[src/pgp_pkg.sv]
/*
 * Constants shared by the port 1 pin-select block: register offsets,
 * reset values, field positions and the synchroniser depth.
 * Assumes a 32-bit APB with byte addresses; registers sit in the low byte.
 */
package pgp_pkg;
    localparam int unsigned NPIN = 8;
    localparam logic [15:0] OFF_FUNC_SEL = 16'hffc8;
    localparam logic [15:0] OFF_DATA = 16'hffd4;
    localparam logic [15:0] OFF_PULLUP = 16'hffe0;
    localparam logic [15:0] OFF_DIR = 16'hffe4;
    localparam logic [7:0] RST_FUNC_SEL = 8'h10;
    localparam logic [7:0] RST_DATA = 8'h00;
    localparam logic [7:0] RST_PULLUP = 8'h00;
    localparam logic [7:0] RST_DIR = 8'h00;
    localparam logic [7:0] DIR_READ_VALUE = 8'hff;
    localparam int unsigned BIT_EXT_INT3 = 7;
    localparam int unsigned BIT_EXT_INT2 = 6;
    localparam int unsigned BIT_EXT_INT1 = 5;
    localparam int unsigned BIT_RESERVED = 4;
    localparam int unsigned BIT_CAPTURE = 3;
    localparam int unsigned BIT_CMP_HIGH = 2;
    localparam int unsigned BIT_CMP_LOW = 1;
    localparam int unsigned BIT_TCLK_OUT = 0;
    // Mask of mode bits that pick an output alternate function
    localparam logic [7:0] ALT_OUT_MASK = 8'h07;
    localparam int unsigned SYNC_STAGES = 3;
endpackage : pgp_pkg

[src/pgp_pin_sync.sv]
/*
 * Three-flop synchroniser for the eight pin inputs with agreement filter.
 * Assumes asynchronous pin levels; output changes once stages 2 and 3 agree.
 */
module pgp_pin_sync (
    input wire logic clk,
    input wire logic srst,
    input wire logic [7:0] pin_async,
    output logic [7:0] pin_level
);
    logic [7:0] s1_r;
    logic [7:0] s2_r;
    logic [7:0] s3_r;
    logic [7:0] lvl_r;
    logic [7:0] lvl_nxt;

    genvar g;
    generate
        for (g = 0; g < 8; g++) begin : g_bit
            always_comb begin
                lvl_nxt[g] = (s2_r[g] == s3_r[g]) ? s3_r[g] : lvl_r[g];
            end
        end
    endgenerate

    always_ff @(posedge clk) begin
        if (srst) begin
            s1_r <= 8'h00;
            s2_r <= 8'h00;
            s3_r <= 8'h00;
            lvl_r <= 8'h00;
        end else begin
            s1_r <= pin_async;
            s2_r <= s1_r;
            s3_r <= s2_r;
            lvl_r <= lvl_nxt;
        end
    end

    assign pin_level = lvl_r;
endmodule : pgp_pin_sync

[src/pgp_pin_mux.sv]
/*
 * Per-pin output mux: general I/O or the selected alternate function.
 * Assumes registered inputs; purely combinational, the top registers results.
 */
module pgp_pin_mux (
    input wire logic [7:0] func_sel,
    input wire logic [7:0] dir,
    input wire logic [7:0] data,
    input wire logic [7:0] pull_ctl,
    input wire logic [7:0] alt_out,
    output logic [7:0] pin_out,
    output logic [7:0] pin_oe_n,
    output logic [7:0] pin_pu
);
    genvar g;
    generate
        for (g = 0; g < 8; g++) begin : g_pin
            always_comb begin
                if (pgp_pkg::ALT_OUT_MASK[g] && func_sel[g]) begin
                    pin_out[g] = alt_out[g];
                    pin_oe_n[g] = 1'b0;
                    pin_pu[g] = 1'b0;
                end else if (func_sel[g] && g != pgp_pkg::BIT_RESERVED) begin
                    pin_out[g] = 1'b0;
                    pin_oe_n[g] = 1'b1;
                    pin_pu[g] = 1'b0;
                end else begin
                    pin_out[g] = data[g];
                    pin_oe_n[g] = ~dir[g];
                    pin_pu[g] = ~dir[g] & pull_ctl[g];
                end
            end
        end
    endgenerate
endmodule : pgp_pin_mux

[src/pgp_port1.sv]
/*
 * Port 1 general I/O with pin function select, APB register slave.
 * Assumes a 50 MHz CLK_SYS, synchronous active-high SRST, pins resolved
 * by the pad from output, enable (low = drive) and pull-up request.
 */
// Design decision made here: the APB interface to the registers.
module pgp_port1 (
    input wire logic CLK_SYS,
    input wire logic SRST,
    input wire logic PSEL,
    input wire logic PENABLE,
    input wire logic PWRITE,
    input wire logic [15:0] PADDR,
    input wire logic [31:0] PWDATA,
    input wire logic [3:0] PSTRB,
    output logic [31:0] PRDATA,
    output logic PREADY,
    output logic PSLVERR,
    input wire logic [7:0] PIN_IN,
    output logic [7:0] PIN_OUT,
    output logic [7:0] PIN_OE_N,
    output logic [7:0] PIN_PULLUP,
    input wire logic CMP_HIGH_OUT,
    input wire logic CMP_LOW_OUT,
    input wire logic TIMER_CLK_OUT,
    output logic EXT_INT3_IN,
    output logic EXT_INT2_IN,
    output logic EXT_INT1_IN,
    output logic CAPTURE_IN,
    output logic TIMER_EVENT_INPUT
);
    typedef enum logic [0:0] {PGP_IDLE, PGP_ACCESS} pgp_apb_e;

    logic [7:0] func_sel_r, func_sel_nxt;
    logic [7:0] data_r, data_nxt;
    logic [7:0] pullup_r, pullup_nxt;
    logic [7:0] dir_r, dir_nxt;
    logic [31:0] prdata_r, prdata_nxt;
    logic pready_r, pready_nxt;
    logic pslverr_r, pslverr_nxt;
    pgp_apb_e st_r, st_nxt;
    logic [7:0] pin_out_r, pin_oe_n_r, pin_pu_r;
    logic [7:0] mux_out, mux_oe_n, mux_pu;
    logic [4:0] alt_in_r, alt_in_nxt;
    logic [7:0] pin_level;
    logic [7:0] port_read;
    logic [7:0] alt_out;
    logic [7:0] rd_byte;
    logic hit;
    logic wr_go;

    pgp_pin_sync u_sync (
        .clk(CLK_SYS),
        .srst(SRST),
        .pin_async(PIN_IN),
        .pin_level(pin_level)
    );

    assign alt_out = {5'h00, CMP_HIGH_OUT, CMP_LOW_OUT, TIMER_CLK_OUT};

    pgp_pin_mux u_mux (
        .func_sel(func_sel_r),
        .dir(dir_r),
        .data(data_r),
        .pull_ctl(pullup_r),
        .alt_out(alt_out),
        .pin_out(mux_out),
        .pin_oe_n(mux_oe_n),
        .pin_pu(mux_pu)
    );

    // Port read view per bit
    genvar g;
    generate
        for (g = 0; g < 8; g++) begin : g_rd
            always_comb begin
                port_read[g] = dir_r[g] ? data_r[g] : pin_level[g];
            end
        end
    endgenerate

    // APB decode and read mux
    always_comb begin
        hit = 1'b1;
        rd_byte = 8'h00;
        case (PADDR)
            pgp_pkg::OFF_FUNC_SEL: rd_byte = func_sel_r | pgp_pkg::RST_FUNC_SEL;
            pgp_pkg::OFF_DATA: rd_byte = port_read;
            pgp_pkg::OFF_PULLUP: rd_byte = pullup_r;
            pgp_pkg::OFF_DIR: rd_byte = pgp_pkg::DIR_READ_VALUE;
            default: hit = 1'b0;
        endcase
    end

    // Two-cycle APB slave: pready one cycle after access phase begins
    always_comb begin
        st_nxt = st_r;
        pready_nxt = 1'b0;
        pslverr_nxt = 1'b0;
        prdata_nxt = prdata_r;
        wr_go = 1'b0;
        case (st_r)
            PGP_IDLE: begin
                if (PSEL && PENABLE) begin
                    st_nxt = PGP_ACCESS;
                    pready_nxt = 1'b1;
                    pslverr_nxt = ~hit;
                    prdata_nxt = (!PWRITE && hit) ? {24'h000000, rd_byte} : 32'h00000000;
                end
            end
            PGP_ACCESS: begin
                st_nxt = PGP_IDLE;
                wr_go = PSEL && PENABLE && PWRITE && hit && PSTRB[0];
            end
            default: st_nxt = PGP_IDLE;
        endcase
    end

    // Register writes take effect at the completing edge
    always_comb begin
        func_sel_nxt = func_sel_r;
        data_nxt = data_r;
        pullup_nxt = pullup_r;
        dir_nxt = dir_r;
        if (wr_go) begin
            case (PADDR)
                pgp_pkg::OFF_FUNC_SEL: func_sel_nxt = PWDATA[7:0] | pgp_pkg::RST_FUNC_SEL;
                pgp_pkg::OFF_DATA: data_nxt = PWDATA[7:0];
                pgp_pkg::OFF_PULLUP: pullup_nxt = PWDATA[7:0];
                pgp_pkg::OFF_DIR: dir_nxt = PWDATA[7:0];
                default: dir_nxt = dir_r;
            endcase
        end
    end

    // Alternate inputs follow the pin only while selected; else idle high
    always_comb begin
        alt_in_nxt[4] = func_sel_r[pgp_pkg::BIT_EXT_INT3] ? pin_level[7] : 1'b1;
        alt_in_nxt[3] = func_sel_r[pgp_pkg::BIT_EXT_INT2] ? pin_level[6] : 1'b1;
        alt_in_nxt[2] = func_sel_r[pgp_pkg::BIT_EXT_INT1] ? pin_level[5] : 1'b1;
        alt_in_nxt[1] = func_sel_r[pgp_pkg::BIT_CAPTURE] ? pin_level[3] : 1'b1;
        alt_in_nxt[0] = alt_in_nxt[4];
    end

    always_ff @(posedge CLK_SYS) begin
        if (SRST) begin
            func_sel_r <= pgp_pkg::RST_FUNC_SEL;
            data_r <= pgp_pkg::RST_DATA;
            pullup_r <= pgp_pkg::RST_PULLUP;
            dir_r <= pgp_pkg::RST_DIR;
            prdata_r <= 32'h00000000;
            pready_r <= 1'b0;
            pslverr_r <= 1'b0;
            st_r <= PGP_IDLE;
            pin_out_r <= 8'h00;
            pin_oe_n_r <= 8'hff;
            pin_pu_r <= 8'h00;
            alt_in_r <= 5'h1f;
        end else begin
            func_sel_r <= func_sel_nxt;
            data_r <= data_nxt;
            pullup_r <= pullup_nxt;
            dir_r <= dir_nxt;
            prdata_r <= prdata_nxt;
            pready_r <= pready_nxt;
            pslverr_r <= pslverr_nxt;
            st_r <= st_nxt;
            pin_out_r <= mux_out;
            pin_oe_n_r <= mux_oe_n;
            pin_pu_r <= mux_pu;
            alt_in_r <= alt_in_nxt;
        end
    end

    assign PRDATA = prdata_r;
    assign PREADY = pready_r;
    assign PSLVERR = pslverr_r;
    assign PIN_OUT = pin_out_r;
    assign PIN_OE_N = pin_oe_n_r;
    assign PIN_PULLUP = pin_pu_r;
    assign EXT_INT3_IN = alt_in_r[4];
    assign EXT_INT2_IN = alt_in_r[3];
    assign EXT_INT1_IN = alt_in_r[2];
    assign CAPTURE_IN = alt_in_r[1];
    assign TIMER_EVENT_INPUT = alt_in_r[0];

    // Assertions
    property p_data_reset;
        @(posedge CLK_SYS) SRST |=> (data_r == 8'h00 && dir_r == 8'h00 && func_sel_r == 8'h10);
    endproperty
    a_data_reset: assert property (p_data_reset) else $error("reset values wrong");

    property p_rd_out;
        @(posedge CLK_SYS) disable iff (SRST)
        (st_r == PGP_IDLE && PSEL && PENABLE && !PWRITE && PADDR == 16'hffd4)
        |=> PRDATA[7:0] == (($past(dir_r) & $past(data_r)) | (~$past(dir_r) & $past(pin_level)));
    endproperty
    a_rd_out: assert property (p_rd_out) else $error("port read mismatch");

    property p_rd_in;
        @(posedge CLK_SYS) disable iff (SRST)
        (st_r == PGP_IDLE && PSEL && PENABLE && !PWRITE && PADDR == 16'hffd4 && dir_r == 8'h00)
        |=> PRDATA[7:0] == $past(pin_level);
    endproperty
    a_rd_in: assert property (p_rd_in) else $error("input read mismatch");

    property p_drive;
        @(posedge CLK_SYS) disable iff (SRST)
        dir_r[4] |=> (!PIN_OE_N[4] && PIN_OUT[4] == $past(data_r[4]));
    endproperty
    a_drive: assert property (p_drive) else $error("gpio drive wrong");

    property p_alt_in_hiz;
        @(posedge CLK_SYS) disable iff (SRST) func_sel_r[6] |=> PIN_OE_N[6];
    endproperty
    a_alt_in_hiz: assert property (p_alt_in_hiz) else $error("alt input pin driven");

    property p_dir_read;
        @(posedge CLK_SYS) disable iff (SRST)
        (st_r == PGP_IDLE && PSEL && PENABLE && !PWRITE && PADDR == 16'hffe4) |=> PRDATA == 32'h000000ff;
    endproperty
    a_dir_read: assert property (p_dir_read) else $error("direction read not ones");

    property p_pullup;
        @(posedge CLK_SYS) disable iff (SRST)
        (func_sel_r[0] == 1'b0) |=> PIN_PULLUP[0] == (!$past(dir_r[0]) && $past(pullup_r[0]));
    endproperty
    a_pullup: assert property (p_pullup) else $error("pull-up wrong");

    property p_reserved;
        @(posedge CLK_SYS) disable iff (SRST) func_sel_r[4];
    endproperty
    a_reserved: assert property (p_reserved) else $error("reserved bit cleared");

    property p_cmp_out;
        @(posedge CLK_SYS) disable iff (SRST)
        func_sel_r[2] |=> (!PIN_OE_N[2] && PIN_OUT[2] == $past(CMP_HIGH_OUT));
    endproperty
    a_cmp_out: assert property (p_cmp_out) else $error("compare output not routed");

    property p_int2;
        @(posedge CLK_SYS) disable iff (SRST) func_sel_r[6] |=> EXT_INT2_IN == $past(pin_level[6]);
    endproperty
    a_int2: assert property (p_int2) else $error("int2 input not routed");

    property p_ready;
        @(posedge CLK_SYS) disable iff (SRST) (st_r == PGP_IDLE && PSEL && PENABLE) |=> PREADY ##1 !PREADY;
    endproperty
    a_ready: assert property (p_ready) else $error("apb ready timing");

    property p_data_write;
        @(posedge CLK_SYS) disable iff (SRST)
        (wr_go && PADDR == pgp_pkg::OFF_DATA) |=> data_r == $past(PWDATA[7:0]);
    endproperty
    a_data_write: assert property (p_data_write) else $error("data latch write lost");

    property p_dir_reset;
        @(posedge CLK_SYS)
        SRST |=> (dir_r == pgp_pkg::RST_DIR && PIN_OE_N == 8'hff);
    endproperty
    a_dir_reset: assert property (p_dir_reset) else $error("pins not inputs after reset");

    property p_func_read;
        @(posedge CLK_SYS) disable iff (SRST)
        (st_r == PGP_IDLE && PSEL && PENABLE && !PWRITE && PADDR == pgp_pkg::OFF_FUNC_SEL) |=> PRDATA[4];
    endproperty
    a_func_read: assert property (p_func_read) else $error("reserved bit read as zero");

    property p_int1;
        @(posedge CLK_SYS) disable iff (SRST)
        func_sel_r[5] |=> (EXT_INT1_IN == $past(pin_level[5]) && PIN_OE_N[5]);
    endproperty
    a_int1: assert property (p_int1) else $error("int1 input not routed");

    property p_capture;
        @(posedge CLK_SYS) disable iff (SRST)
        func_sel_r[3] |=> (CAPTURE_IN == $past(pin_level[3]) && PIN_OE_N[3]);
    endproperty
    a_capture: assert property (p_capture) else $error("capture input not routed");

    property p_int3;
        @(posedge CLK_SYS) disable iff (SRST)
        func_sel_r[7] |=> (EXT_INT3_IN == $past(pin_level[7]) && TIMER_EVENT_INPUT == $past(pin_level[7]));
    endproperty
    a_int3: assert property (p_int3) else $error("int3 input not routed");

    property p_cmp_low;
        @(posedge CLK_SYS) disable iff (SRST)
        func_sel_r[1] |=> (!PIN_OE_N[1] && PIN_OUT[1] == $past(CMP_LOW_OUT));
    endproperty
    a_cmp_low: assert property (p_cmp_low) else $error("low compare output not routed");

    property p_tclk_out;
        @(posedge CLK_SYS) disable iff (SRST)
        func_sel_r[0] |=> (!PIN_OE_N[0] && PIN_OUT[0] == $past(TIMER_CLK_OUT));
    endproperty
    a_tclk_out: assert property (p_tclk_out) else $error("timer clock output not routed");

    c_write_dir: cover property (@(posedge CLK_SYS) wr_go && PADDR == 16'hffe4);
    c_alt_out: cover property (@(posedge CLK_SYS) func_sel_r[1] && !PIN_OE_N[1]);
    c_int3: cover property (@(posedge CLK_SYS) func_sel_r[7] && !EXT_INT3_IN);
    c_err: cover property (@(posedge CLK_SYS) PSLVERR);
endmodule : pgp_port1

[config.mk]
export PLATFORM = sky130hd
export DESIGN_NAME = pgp_port1
export DESIGN_NICKNAME = d
export VERILOG_FILES = /design/src/pgp_pkg.sv /design/src/pgp_pin_sync.sv /design/src/pgp_pin_mux.sv /design/src/pgp_port1.sv
export SDC_FILE = /design/constraint.sdc
export NUM_CORES = 1
export LEC_CHECK = 0
export BUFFER_PORTS_ARGS = -buffer_cell sky130_fd_sc_hd__buf_4
export CORE_MARGIN = 10
export CORE_UTILIZATION = 52
export CTS_BUF_LIST = sky130_fd_sc_hd__clkbuf_8
export DETAILED_ROUTE_END_ITERATION = 10
export PLACE_DENSITY = 0.81
export SLEW_MARGIN = 20
export SYNTH_ARGS = -nofsm -noshare
export SYNTH_HDL_FRONTEND = slang
export SYNTH_SLANG_ARGS = --single-unit
[constraint.sdc]
create_clock -name CLK_SYS -period 2.2 [get_ports CLK_SYS]
set_input_delay 0.33 -clock CLK_SYS [delete_from_list [all_inputs] [get_ports CLK_SYS]]
set_output_delay 0.33 -clock CLK_SYS [all_outputs]
set_load 0.02 [all_outputs]
Word level (Yosys, flattened, before mapping)
Cells that the tools add are included.
{ "op_classes": {"muxes": 21, "eq_ne": 12, "bitwise": 22, "reduce_logical": 24} }
{ "ops": {"columns": ["operator", "n"], "rows": [
  ["== test 16 bit (second input constant)", 4],
  ["one-hot mux 8 bit (4 select lines)", 1],
  ["OR reduction 2 bit", 11],
  ["2-to-1 mux 1 bit", 18],
  ["inverter 1 bit", 14],
  ["AND reduction 2 bit", 5],
  ["AND 1 bit", 8],
  ["== test 1 bit", 8],
  ["2-to-1 mux 8 bit", 1],
  ["logical AND 1 bit", 5],
  ["OR reduction 4 bit", 1],
  ["OR reduction 3 bit", 1],
  ["one-hot mux 1 bit (2 select lines)", 1],
  ["logical NOT 1 bit", 1]
]} }
{ "word_totals": {"output_inout_bits": 63, "inputBits": 68, "word_cells": 120, "ff_bits": 126} }

Depth between registers and ports, before layout
Gate-level depths: netlist (run 1).
{ "logic_depth": {"depth_word": 7, "ltp_mapped": 6, "ltp_nobuf": 4} }

By module
From an unflattened synthesis (run 1), not the netlist that was laid out.
{ "unflattened": {"cells_unflattened": 422, "hier_area_um2": 4100.2} }
{ "modules_own_cells": {"columns": ["module", "seq_area_each_um2", "n_inst", "cells_per_inst", "area_per_inst_um2"], "rows": [
  ["pgp_port1", 1381.3, 1, 315, 3000.4],
  ["pgp_pin_sync", 640.6, 1, 83, 923.4],
  ["pgp_pin_mux", 0.0, 1, 24, 176.4]
]} }

Least setup slack after synthesis (run 1)
OpenSTA, ideal clock, no wires.
{ "synth_timing": {"path_kind": "input-to-reg", "from": "input PADDR[5]", "to": "register data_r[0]", "arrival_ns": 1.583, "setup_slack_ns": 0.485, "required_time_ns": 2.068, "stages": 6, "setup_time_ns": 0.132, "n_path_buf": 2, "cell_sequence": "buf_4 nand4bb_1 or4_1 buf_2 o21ai_0 a21oi_1"} }
{ "synth_between": {"elab_chain_cells": 7, "elab_cells_between_ends": 10, "classes_between": "4 x eq/ne; 2 x mux; 4 x reduce/logical"} }
{ "synth_lines": {"columns": ["item", "line_no", "text"], "rows": [
  ["start: declaration", "pgp_port1.sv:13", "input wire logic [15:0] PADDR,"],
  ["== test 16 bit (on tied branches)", "pgp_port1.sv:86, pgp_port1.sv:126", null],
  ["OR reduction 4 bit (no source line)", null, null],
  ["2-to-1 mux 1 bit", "pgp_port1.sv:86", "case (PADDR)"],
  ["logical AND 1 bit (2 in a row)", "pgp_port1.sv:113", "wr_go = PSEL && PENABLE && PWRITE && hit && PSTRB[0];"],
  ["2-to-1 mux 1 bit", "pgp_port1.sv:102", "case (st_r)"],
  ["AND reduction 2 bit (no source line) *", null, null],
  ["end signal: assignment", "pgp_port1.sv:148", "data_r <= pgp_pkg::RST_DATA;"],
  ["end signal: assignment", "pgp_port1.sv:161", "data_r <= data_nxt;"],
  ["end: declaration", "pgp_port1.sv:35", "logic [7:0] data_r, data_nxt;"]
]} }
Mark *: on every way between the ends. The rest lies on a longest branch, timed or not.
A chain may end at the register's enable or synchronous reset.

==> results.py, run 1 <==
metrics = {
    "status": {
        "status": "completed",
    },
    "sta": {
        "slew_headroom_pct": 63.7,
        "fmax_mhz": 572,
        "fin_skew_ns": 0.00870,
        "final_hold_viol_count": 0,
        "rsz0062_at_grt": "false",
        "min_period_ns": 1.75,
        "fin_setup_tns_ns": 0,
        "drv_slew": 0,
        "final-setup-viol-count": 0,
        "worst_slack_ns": 0.452,
        "finalCritPeriodShare_pct": 79.5,
        "worst_pin_slew_ns": 0.538,
    },
    "logic_synthesis": {
        "synth_top_area_share_pct": 52.4,
        "synthAdderAreaFrac_pct": 0,
        "synthCells": 402,
        "yosys.area.top_type": "dfxtp_1",
        "ys_seq_area_share_pct": 52.4,
        "synth.area.top_cells": "dfxtp_1, a21oi_1, o21ai_0, buf_4, nor2b_1",
        "ys_warn_count": 0,
        "ys_ff_latch": 101,
        "syn_area_sq_um": 3860,
        "synth_cell_types": 40,
        "synth_simple_gate_area_share_pct": 20.8,
        "syn_avg_cell_area_sq_um": 9.60,
        "synth_compound_area_share_pct": 16.3,
        "synthXorXnorAreaFrac_pct": 0,
        "synth.area.mux_share_pct": 2.88,
        "synth_top_family_by_area": "simple AND/OR/NAND/NOR gates",
    },
    "floorplan": {
        "core-area_sq_um": 7250,
        "rows": 31,
        "ios": 131,
        "fp.dieW_um": 106,
        "start_util_pct": 53.2,
        "die_h_um": 106,
        "die_area_sq_um": 11300,
    },
    "placed_design": {
        "place_hpwl_mm": 6.81,
        "pre_cts_slack_ns": 0.137,
        "numPortBuffers": 79,
        "gp_congestion": 0.947,
    },
    "clock_network": {
        "cts_setup_buffers": 0,
        "clock_tree.buffer_depth": 2,
        "cts_sinks": 101,
        "insertion_delay_ns": 0.37,
        "cts_buffers": 9,
        "cts_resized": 0,
        "cts_tree": "built",
        "cts_hold_buffers": 0,
        "htree_num_levels": 3,
        "clk_pin_slew_worst_paths_ns": 0.10,
        "clockRootBuffer": "clkbuf_8",
    },
    "global_routing": {
        "grt_pass1_wl_mm": 15.4,
        "grt_antenna_before_repair": 0,
        "grt_usage_pct": 16.6,
        "grt_pass1_vias": 3160,
        "grt_max_degree": 34,
        "gr-total-overflow": 0,
    },
    "critical_path": {
        "setup.worst_path.class": "flop to flop",
        "crit_path_end_kind": "flop",
        "path_cells": "and4_1 > and2_1 > buf_4 > nand4_1 > a21oi_1",
        "slowest_stage": "and2_1",
        "timing.critical_path.buf_inv": 1,
        "worstPathArrival_ns": 2.05,
        "critical-path-top-delay-family": "simple AND/OR/NAND/NOR gates",
        "worst_ep_required_time_ns": 2.50,
        "slowest_delay_ns": 0.42,
        "start_kind": "flop",
        "path_max_fanout": 14,
    },
    "route": {
        "via_per_inst": 5.55,
        "wl_per_cell_um": 16.7,
        "drt_iter0_markers": 327,
        "wl_mm": 9.73,
        "via_count": 3222,
        "drtPass1Iterations": 6,
        "drtAntennaViolNets": 0,
        "drc": 0,
    },
    "final_layout": {
        "n_antenna_cell": 0,
        "nNetsFinal": 545,
        "drive_above_1_share_pct": 23.7,
        "area_delta_synth_final_pct": 21.3,
    },
    "power": {
        "share_seq_of_total_power_pct": 54.9,
        "p_comb_share_pct": 6.1,
        "power.leakage_nw": 1.79,
        "vdd_drop_max_mv": 0.525,
        "internal-power_mw": 2.59,
        "swShare_pct": 23.4,
        "power.density_nw_per_um2": 720,
        "p_switching_mw": 0.788,
        "p_clk_share_pct": 39.0,
    },
    "job": {
        "maxCapViolCount": 0,
    },
    "min_path": {
        "worstHoldPathType": "primary input to flop",
    },
}
[final timing paths]
check	startpoint	end	slack [ns]	depth (start not counted)
worst max-delay path	PREADY$_SDFF_PP0_	func_sel_r[2]$_SDFFE_PP0P_	0.45	5
worst min-delay path	PIN_IN[3]	u_sync.s1_r[3]$_SDFF_PP0_	0.16	2
worst max register to register	PREADY$_SDFF_PP0_	func_sel_r[2]$_SDFFE_PP0P_	0.45	5
worst min register to register	dir_r[7]$_SDFFE_PP0P_	PIN_OE_N[7]$_SDFF_PP1_	0.44	1
[cell type report]
cell class | instances | area, sq um
Clock inverter | 7 | 103
Multi-Input combinational cell | 275 | 1640
Clock buffer | 9 | 124
Timing Repair Buffer | 90 | 676
Sequential cell | 101 | 2020
Tap cell | 99 | 124
Fill cell | 604 | 2570
[sequential cells by signal, summed over array words and instances (netlist names)]
name	count
dir_r	8
func_sel_r	7
data_r	8
pullup_r	8
u_sync.s3_r	8
PSLVERR	1
u_sync.s1_r	8
u_sync.pin_level	8
alt_in_r	4
PIN_OE_N	8
u_sync.s2_r	8
PRDATA	8
PIN_OUT	8
PREADY	1
PIN_PULLUP	8
[worst register-to-register path, stage by stage (launching register included)]
cell,delay [ns]
dfxtp_1,0.37
and4_1,0.32
and2_1,0.42
buf_4,0.28
nand4_1,0.11
a21oi_1,0.17
[power by group through the flow]
stage	Clock, mW	Sequential [mW]	Combinational (mW)
6_report	1.32	1.85	0.205
5_1_grt	1.41	1.86	0.222
4_1_cts	1.34	1.85	0.202
3_3_place_gp	0	1.89	0.196
2_1_floorplan	0	1.90	0.149
3_5_place_dp	0	1.90	0.201
[cell usage after synthesis, drive strengths merged]
| library cell | number |
|---|---|
| dfxtp | 101 |
| a21oi | 42 |
| o21ai | 39 |
| buf | 32 |
| nor2b | 25 |
| nand2 | 23 |
| nand3 | 19 |
| nor2 | 18 |
| clkbuf | 17 |
| nand4 | 17 |
| mux2i | 10 |
| nor4b | 10 |
| a22o | 8 |
| and2 | 5 |
| a2bb2oi | 4 |
| o21bai | 4 |
| o32ai | 4 |
| o221ai | 3 |
| nand2b | 2 |
| nand4bb | 2 |
| nor3 | 2 |
| nor3b | 2 |
| nor4bb | 2 |
| a211oi | 1 |
| a31oi | 1 |
| and3 | 1 |
| and3b | 1 |
| and4 | 1 |
| conb | 1 |
| mux2 | 1 |
| nor4 | 1 |
| o21a | 1 |
| or3 | 1 |
| or4 | 1 |
[routing by layer]
layer	wire (um)	global-route usage [%]
met1	4020	20.2
met2	4520	25.4
met4	203	7.16
met5	0	0
met3	979	6.82
[cells by family (layout without fill, tap and decap cells)]
kind of cell	after synthesis	after routing
AND/OR/NAND/NOR	133	133
buffers and inverters	49	106
multiplexers	11	11
other	1	24
AO/OA/AOI/OAI	107	107
flip-flops	101	101
[cells in the final DEF, fill, tap and decap left out, types with 2 or more instances in the layout]
| master | netlist | layout |
|---|---|---|
| and2_1 | 5 | 5 |
| clkbuf_8 | 0 | 9 |
| a22o_1 | 8 | 8 |
| o21ai_0 | 39 | 39 |
| mux2i_1 | 10 | 10 |
| nand4_1 | 17 | 17 |
| nand2b_1 | 2 | 2 |
| nor4b_4 | 2 | 2 |
| nor2b_1 | 25 | 25 |
| inv_6 | 0 | 3 |
| conb_1 | 1 | 24 |
| o21bai_1 | 4 | 4 |
| nor4b_1 | 7 | 7 |
| dfxtp_1 | 101 | 101 |
| bufinv_16 | 0 | 2 |
| nor4bb_1 | 2 | 2 |
| a21oi_1 | 42 | 42 |
| nand4bb_1 | 2 | 2 |
| buf_4 | 26 | 90 |
| o32ai_1 | 4 | 4 |
| o221ai_1 | 3 | 3 |
| nand3_1 | 19 | 19 |
| nor2_1 | 18 | 18 |
| a2bb2oi_1 | 4 | 4 |
| nand2_1 | 23 | 23 |
[stage by stage]
step / std cells / hold slack (ns) / utilization [%] / area (sq um) / power, mW
5_1_grt: 581 / 0.154 / 64.6 / 4680 / 3.49
2_1_floorplan: 425 / 0.393 / - / 3950 / 2.04
3_5_place_dp: 565 / 0.415 / 61.5 / 4460 / 2.10
3_3_place_gp: 565 / 0.411 / 61.5 / 4460 / 2.09
6_report: 581 / 0.161 / 64.6 / 4680 / 3.37
4_1_cts: 581 / 0.153 / 64.6 / 4680 / 3.39
Note: power is estimated with default switching activity, not from simulation.
==> inputs of run 2 (changes only) <==
Settings changed: ABC_AREA set to 1, CORE_UTILIZATION 52 to 54, PLACE_DENSITY 0.81 to 0.82.
Clock period 2.2 ns to 1.8 ns, I/O delays scaled along.
==> results.py, run 2 <==
metrics = {
    "status": {
        "status": "completed",
    },
    "sta": {
        "finalCritPeriodShare_pct": 81.4,
        "fin_skew_ns": 0.0127,
        "fmax_mhz": 682,
        "final-setup-viol-count": 0,
        "fin_setup_tns_ns": 0,
        "drv_slew": 0,
        "final_hold_viol_count": 0,
        "min_period_ns": 1.47,
        "rsz0062_at_grt": "false",
    },
    "clock_network": {
        "cts_buffers": 9,
        "htree_num_levels": 3,
        "clock_tree.buffer_depth": 2,
        "cts_setup_buffers": 0,
        "cts_resized": 0,
        "cts_hold_buffers": 0,
        "clk_pin_slew_worst_paths_ns": 0.11,
        "cts_sinks": 101,
        "insertion_delay_ns": 0.38,
        "clockRootBuffer": "clkbuf_8",
        "cts_tree": "built",
    },
    "floorplan": {
        "fp.dieW_um": 111,
        "start_util_pct": 55.0,
        "ios": 131,
        "die_area_sq_um": 12400,
        "core-area_sq_um": 8180,
        "rows": 33,
        "die_h_um": 111,
    },
    "critical_path": {
        "worst_ep_required_time_ns": 2.11,
        "reg2reg_depth": 6,
        "worstPathArrival_ns": 1.77,
        "r2r_start": "PREADY$_SDFF_PP0_",
        "r2r_setup_slack_ns": 0.33,
        "setup.worst_path.class": "flop to flop",
        "rr_endpoint": "PRDATA[2]$_SDFFE_PP0P_",
        "start_kind": "flop",
        "path_max_fanout": 11,
        "crit_path_end_kind": "flop",
    },
    "logic_synthesis": {
        "yosysMostFrequentCell": "nand2_1",
        "async_flop_share_pct": 0,
        "ys_ff_latch": 101,
        "syn_avg_cell_area_sq_um": 7.18,
        "synth.area.top_cells": "dfxtp_1, nand2_1, inv_1, nor2_1, nand4_1",
        "syn_area_sq_um": 4490,
        "synthCells": 626,
        "ys_seq_area_share_pct": 45.0,
        "synth.top_cells.by_count": "nand2_1, inv_1, dfxtp_1",
        "synth_cell_types": 27,
        "ys_warn_count": 0,
        "yosys.area.top_type": "dfxtp_1",
        "synth_edf_count": 0,
        "synth_top_area_share_pct": 45.0,
        "ys.flop_type": "dfxtp_1",
    },
    "power": {
        "internal-power_mw": 2.87,
        "share_seq_of_total_power_pct": 58.6,
        "p_switching_mw": 0.990,
        "p_comb_share_pct": 6.7,
        "swShare_pct": 25.6,
        "power.density_nw_per_um2": 731,
        "power.leakage_nw": 2.60,
        "p_clk_share_pct": 34.7,
        "vdd_drop_max_mv": 0.368,
    },
    "min_path": {
        "worstHoldPathType": "primary input to flop",
        "hp-start": "PIN_IN[3]",
        "hold_end": "u_sync.s1_r[3]$_SDFF_PP0_",
        "hold_depth": 3,
    },
    "final_layout": {
        "final_common_cell": "nand2_1",
        "area_delta_synth_final_pct": 17.6,
        "final_cell_mix": "nand2_1, inv_1, dfxtp_1, buf_4, nor2_1",
        "multi_input_area_sq_um": 1760,
        "n_antenna_cell": 0,
        "post-route-util_pct": 64.6,
        "nNetsFinal": 775,
        "register_area_sq_um": 2020,
        "fillers": 737,
        "drive_above_1_share_pct": 18.7,
    },
    "placed_design": {
        "gp_congestion": 0.848,
        "numPortBuffers": 79,
        "place_hpwl_mm": 7.72,
    },
    "route": {
        "wl_mm": 10.4,
        "via_count": 3829,
        "drt_iter0_markers": 190,
        "drtPass1Iterations": 5,
        "via_per_inst": 4.69,
        "wl_per_cell_um": 12.7,
        "drtAntennaViolNets": 0,
        "drc": 0,
    },
    "global_routing": {
        "grt_pass1_wl_mm": 17.2,
        "grt_max_degree": 36,
        "grt_pass1_vias": 3672,
        "grt_usage_pct": 16.5,
        "gr-total-overflow": 0,
        "grt_antenna_before_repair": 0,
    },
    "job": {
        "maxCapViolCount": 0,
    },
}
[run 2: cell count changes in the layout (fill, tap and decap cells not counted), moves of 8 or more]
cell	change
a211oi_1	+8
a21oi_1	-25
a22o_1	-8
inv_1	+128
mux2i_1	-10
nand2_1	+136
nand3_1	-13
nand4_1	+14
nor2_1	+63
nor2b_1	-25
o21ai_0	-25
[run 2: metrics by stage]
stage / instance area [sq um] / hold slack [ns] / setup WS [ns] / total power, mW / instances
4_1_cts: 5290 / 0.0725 / 0.310 / 3.89 / 816
2_1_floorplan: 4580 / 0.377 / 0.205 / 2.51 / 649
5_1_grt: 5290 / 0.0795 / 0.199 / 4.02 / 816
3_5_place_dp: 5110 / 0.398 / 0.121 / 2.57 / 801
3_3_place_gp: 5110 / 0.390 / 0.151 / 2.56 / 801
6_report: 5290 / 0.0823 / 0.334 / 3.86 / 816
[run 2: area by class of cell]
cell class,count,area share [%]
Timing Repair Buffer,92,13.3
Clock buffer,9,2.34
Clock inverter,6,1.04
Tap cell,105,2.49
Multi-Input combinational cell,372,33.3
Sequential cell,101,38.3
Inverter,131,9.30
[run 2: worst max path at each step]
stage                           start                     end  slack [ns]  depth (start not counted)
finish              PREADY$_SDFF_PP0_  PRDATA[2]$_SDFFE_PP0P_        0.33                          6
global route        PREADY$_SDFF_PP0_  PRDATA[4]$_SDFFE_PP0P_        0.20                          6
CTS                 PREADY$_SDFF_PP0_  PRDATA[2]$_SDFFE_PP0P_        0.31                          6
detailed placement           PADDR[0]  PRDATA[6]$_SDFFE_PP0P_        0.12                         13
global placement             PADDR[0]   dir_r[1]$_SDFFE_PP0P_        0.15                         12
floorplan           PREADY$_SDFF_PP0_  data_r[2]$_SDFFE_PP0P_        0.21                          6
[run 2: per-layer routing]
metal  global-route usage, %  up-vias  wire length [um]
li1                        -     1995                 -
met1                    18.9     1689              4220
met2                    28.4      130              5220
met3                    4.87       15               741
met4                    5.91        0               178
met5                       0        -                 0
[run 2: cells by family (layout without fill, tap and decap cells)]
kind of cell,after synthesis,in the layout,synth area share (%)
buffers and inverters,176,238,17.8
AOI/OAI and AO/OA,41,41,5.18
other,1,24,0.0834
and+or+nand+nor,307,307,31.9
DFF,101,101,45.0
[run 2: power by group through the flow]
stage / clock, mW / combinational [mW] / sequential (mW)
2_1_floorplan: 0 / 0.193 / 2.32
3_3_place_gp: 0 / 0.248 / 2.32
3_5_place_dp: 0 / 0.255 / 2.32
4_1_cts: 1.37 / 0.256 / 2.27
5_1_grt: 1.46 / 0.287 / 2.27
6_report: 1.34 / 0.258 / 2.26
[run 2: worst max-delay path, cell delays in order (launching register included)]
cell and delay, ns:
dfxtp_1 0.34, nor2_1 0.10, inv_1 0.17, or2_2 0.35, nor2_4 0.21, nand2_1 0.09, a21oi_1 0.14
==> inputs of run 3 (changes only) <==
Clock period 1.8 ns to 1.5 ns, I/O delays scaled along.
==> results.py, run 3 (synthesis results as in run 2) <==
metrics = {
    "status": {
        "status": "completed",
    },
    "global_routing": {
        "grt_antenna_before_repair": 0,
        "grt_max_degree": 37,
        "grt_pass1_wl_mm": 17.3,
        "gr-total-overflow": 0,
        "grt_pass1_vias": 3807,
        "grt_usage_pct": 16.4,
    },
    "final_layout": {
        "fin_area_sq_um": 5440,
        "area_delta_synth_final_pct": 21.0,
        "post-route-util_pct": 66.5,
        "multi_input_area_sq_um": 1760,
        "fillers": 659,
        "nNetsFinal": 780,
        "final_common_cell": "nand2_1",
        "n_antenna_cell": 0,
        "final_cell_mix": "nand2_1, inv_1, dfxtp_1, buf_4, nor2_1",
        "drive_above_1_share_pct": 19.4,
        "register_area_sq_um": 2020,
    },
    "placed_design": {
        "numPortBuffers": 79,
        "place_hpwl_mm": 7.68,
        "gp_congestion": 0.854,
        "placed_area_sq_um": 5220,
        "pre_cts_slack_ns": -0.0825,
    },
    "sta": {
        "final_hold_viol_count": 0,
        "finalCritPeriodShare_pct": 87.6,
        "worst_slack_ns": 0.186,
        "fmax_mhz": 761,
        "final-setup-viol-count": 0,
        "min_period_ns": 1.31,
        "fin_skew_ns": 0.00830,
        "drv_slew": 0,
        "rsz0062_at_grt": "false",
    },
    "floorplan": {
        "rows": 33,
        "die_area_sq_um": 12400,
        "core-area_sq_um": 8180,
        "ios": 131,
        "die_h_um": 111,
        "start_util_pct": 55.0,
        "fp.dieW_um": 111,
    },
    "power": {
        "power.density_nw_per_um2": 891,
        "power.leakage_nw": 2.66,
        "vdd_drop_max_mv": 0.540,
    },
    "clock_network": {
        "htree_num_levels": 3,
        "clockRootBuffer": "clkbuf_8",
        "clk_pin_slew_worst_paths_ns": 0.10,
        "cts_sinks": 101,
        "insertion_delay_ns": 0.36,
        "cts_tree": "built",
        "cts_setup_buffers": 0,
        "clock_tree.buffer_depth": 2,
        "cts_buffers": 9,
        "cts_hold_buffers": 0,
        "cts_resized": 0,
    },
    "route": {
        "drtAntennaViolNets": 0,
        "via_count": 3876,
        "via_per_inst": 4.72,
        "drt_iter0_markers": 223,
        "drc": 0,
        "wl_mm": 10.3,
        "wl_per_cell_um": 12.6,
        "drtPass1Iterations": 5,
    },
    "critical_path": {
        "reg2reg_depth": 7,
        "worst_ep_required_time_ns": 1.80,
        "start_kind": "flop",
        "crit_path_end_kind": "flop",
        "setup.worst_path.class": "flop to flop",
        "worstPathArrival_ns": 1.61,
        "path_max_fanout": 35,
    },
    "job": {
        "maxCapViolCount": 0,
    },
    "min_path": {
        "hold_depth": 3,
        "worstHoldPathType": "primary input to flop",
    },
}
## run 3: final cells by class
class / count / area share (%)
clock buffers: 10 / 2.53
well taps: 105 / 2.42
repair buffers: 97 / 15.0
inverters: 131 / 9.04
clock inverters: 6 / 1.40
flip-flops and latches: 101 / 37.2
multi-input cells: 372 / 32.4
## run 3: metrics by stage
| stage | TNS (ns) | hold WS, ns | power, mW | instances |
|---|---|---|---|---|
| after global placement | -1.61 | 0.393 | 3.08 | 806 |
| after CTS | 0 | 0.0440 | 4.87 | 822 |
| after detailed placement | -2.08 | 0.397 | 3.09 | 806 |
| after global routing | 0 | 0.0467 | 5.01 | 822 |
| after floorplan | 0 | 0.332 | 3.01 | 649 |
| final | 0 | 0.0527 | 4.85 | 822 |
## run 3: power breakdown
group          total [mW]  internal [mW]  switching, mW
clock network        1.81          0.846          0.966
registers            2.72           2.71         0.0106
logic               0.314          0.118          0.196
## run 3: worst paths after layout
path,start,to,slack [ns]
max,PREADY$_SDFF_PP0_,pullup_r[3]$_SDFFE_PP0P_,0.19
min,PIN_IN[0],u_sync.s1_r[0]$_SDFF_PP0_,0.05
max reg2reg,PREADY$_SDFF_PP0_,pullup_r[3]$_SDFFE_PP0P_,0.19
min reg2reg,u_sync.s1_r[7]$_SDFF_PP0_,u_sync.s2_r[7]$_SDFF_PP0_,0.41
## run 3: worst max-delay path, cell delays in order (launching register included)
cell	delay (ns)
dfxtp_1	0.37
nand3_1	0.13
nor2_4	0.12
buf_12	0.21
nand3_4	0.17
nand2_1	0.10
inv_1	0.04
nor2_1	0.10
## run 3: per-layer routing
metal / up-vias / global-route usage, % / share of wire, %
li1: 1998 / - / -
met1: 1712 / 18.7 / 42
met2: 144 / 28.3 / 50
met3: 22 / 4.06 / 6.4
met4: 0 / 6.77 / 1.8
met5: - / 0 / 0
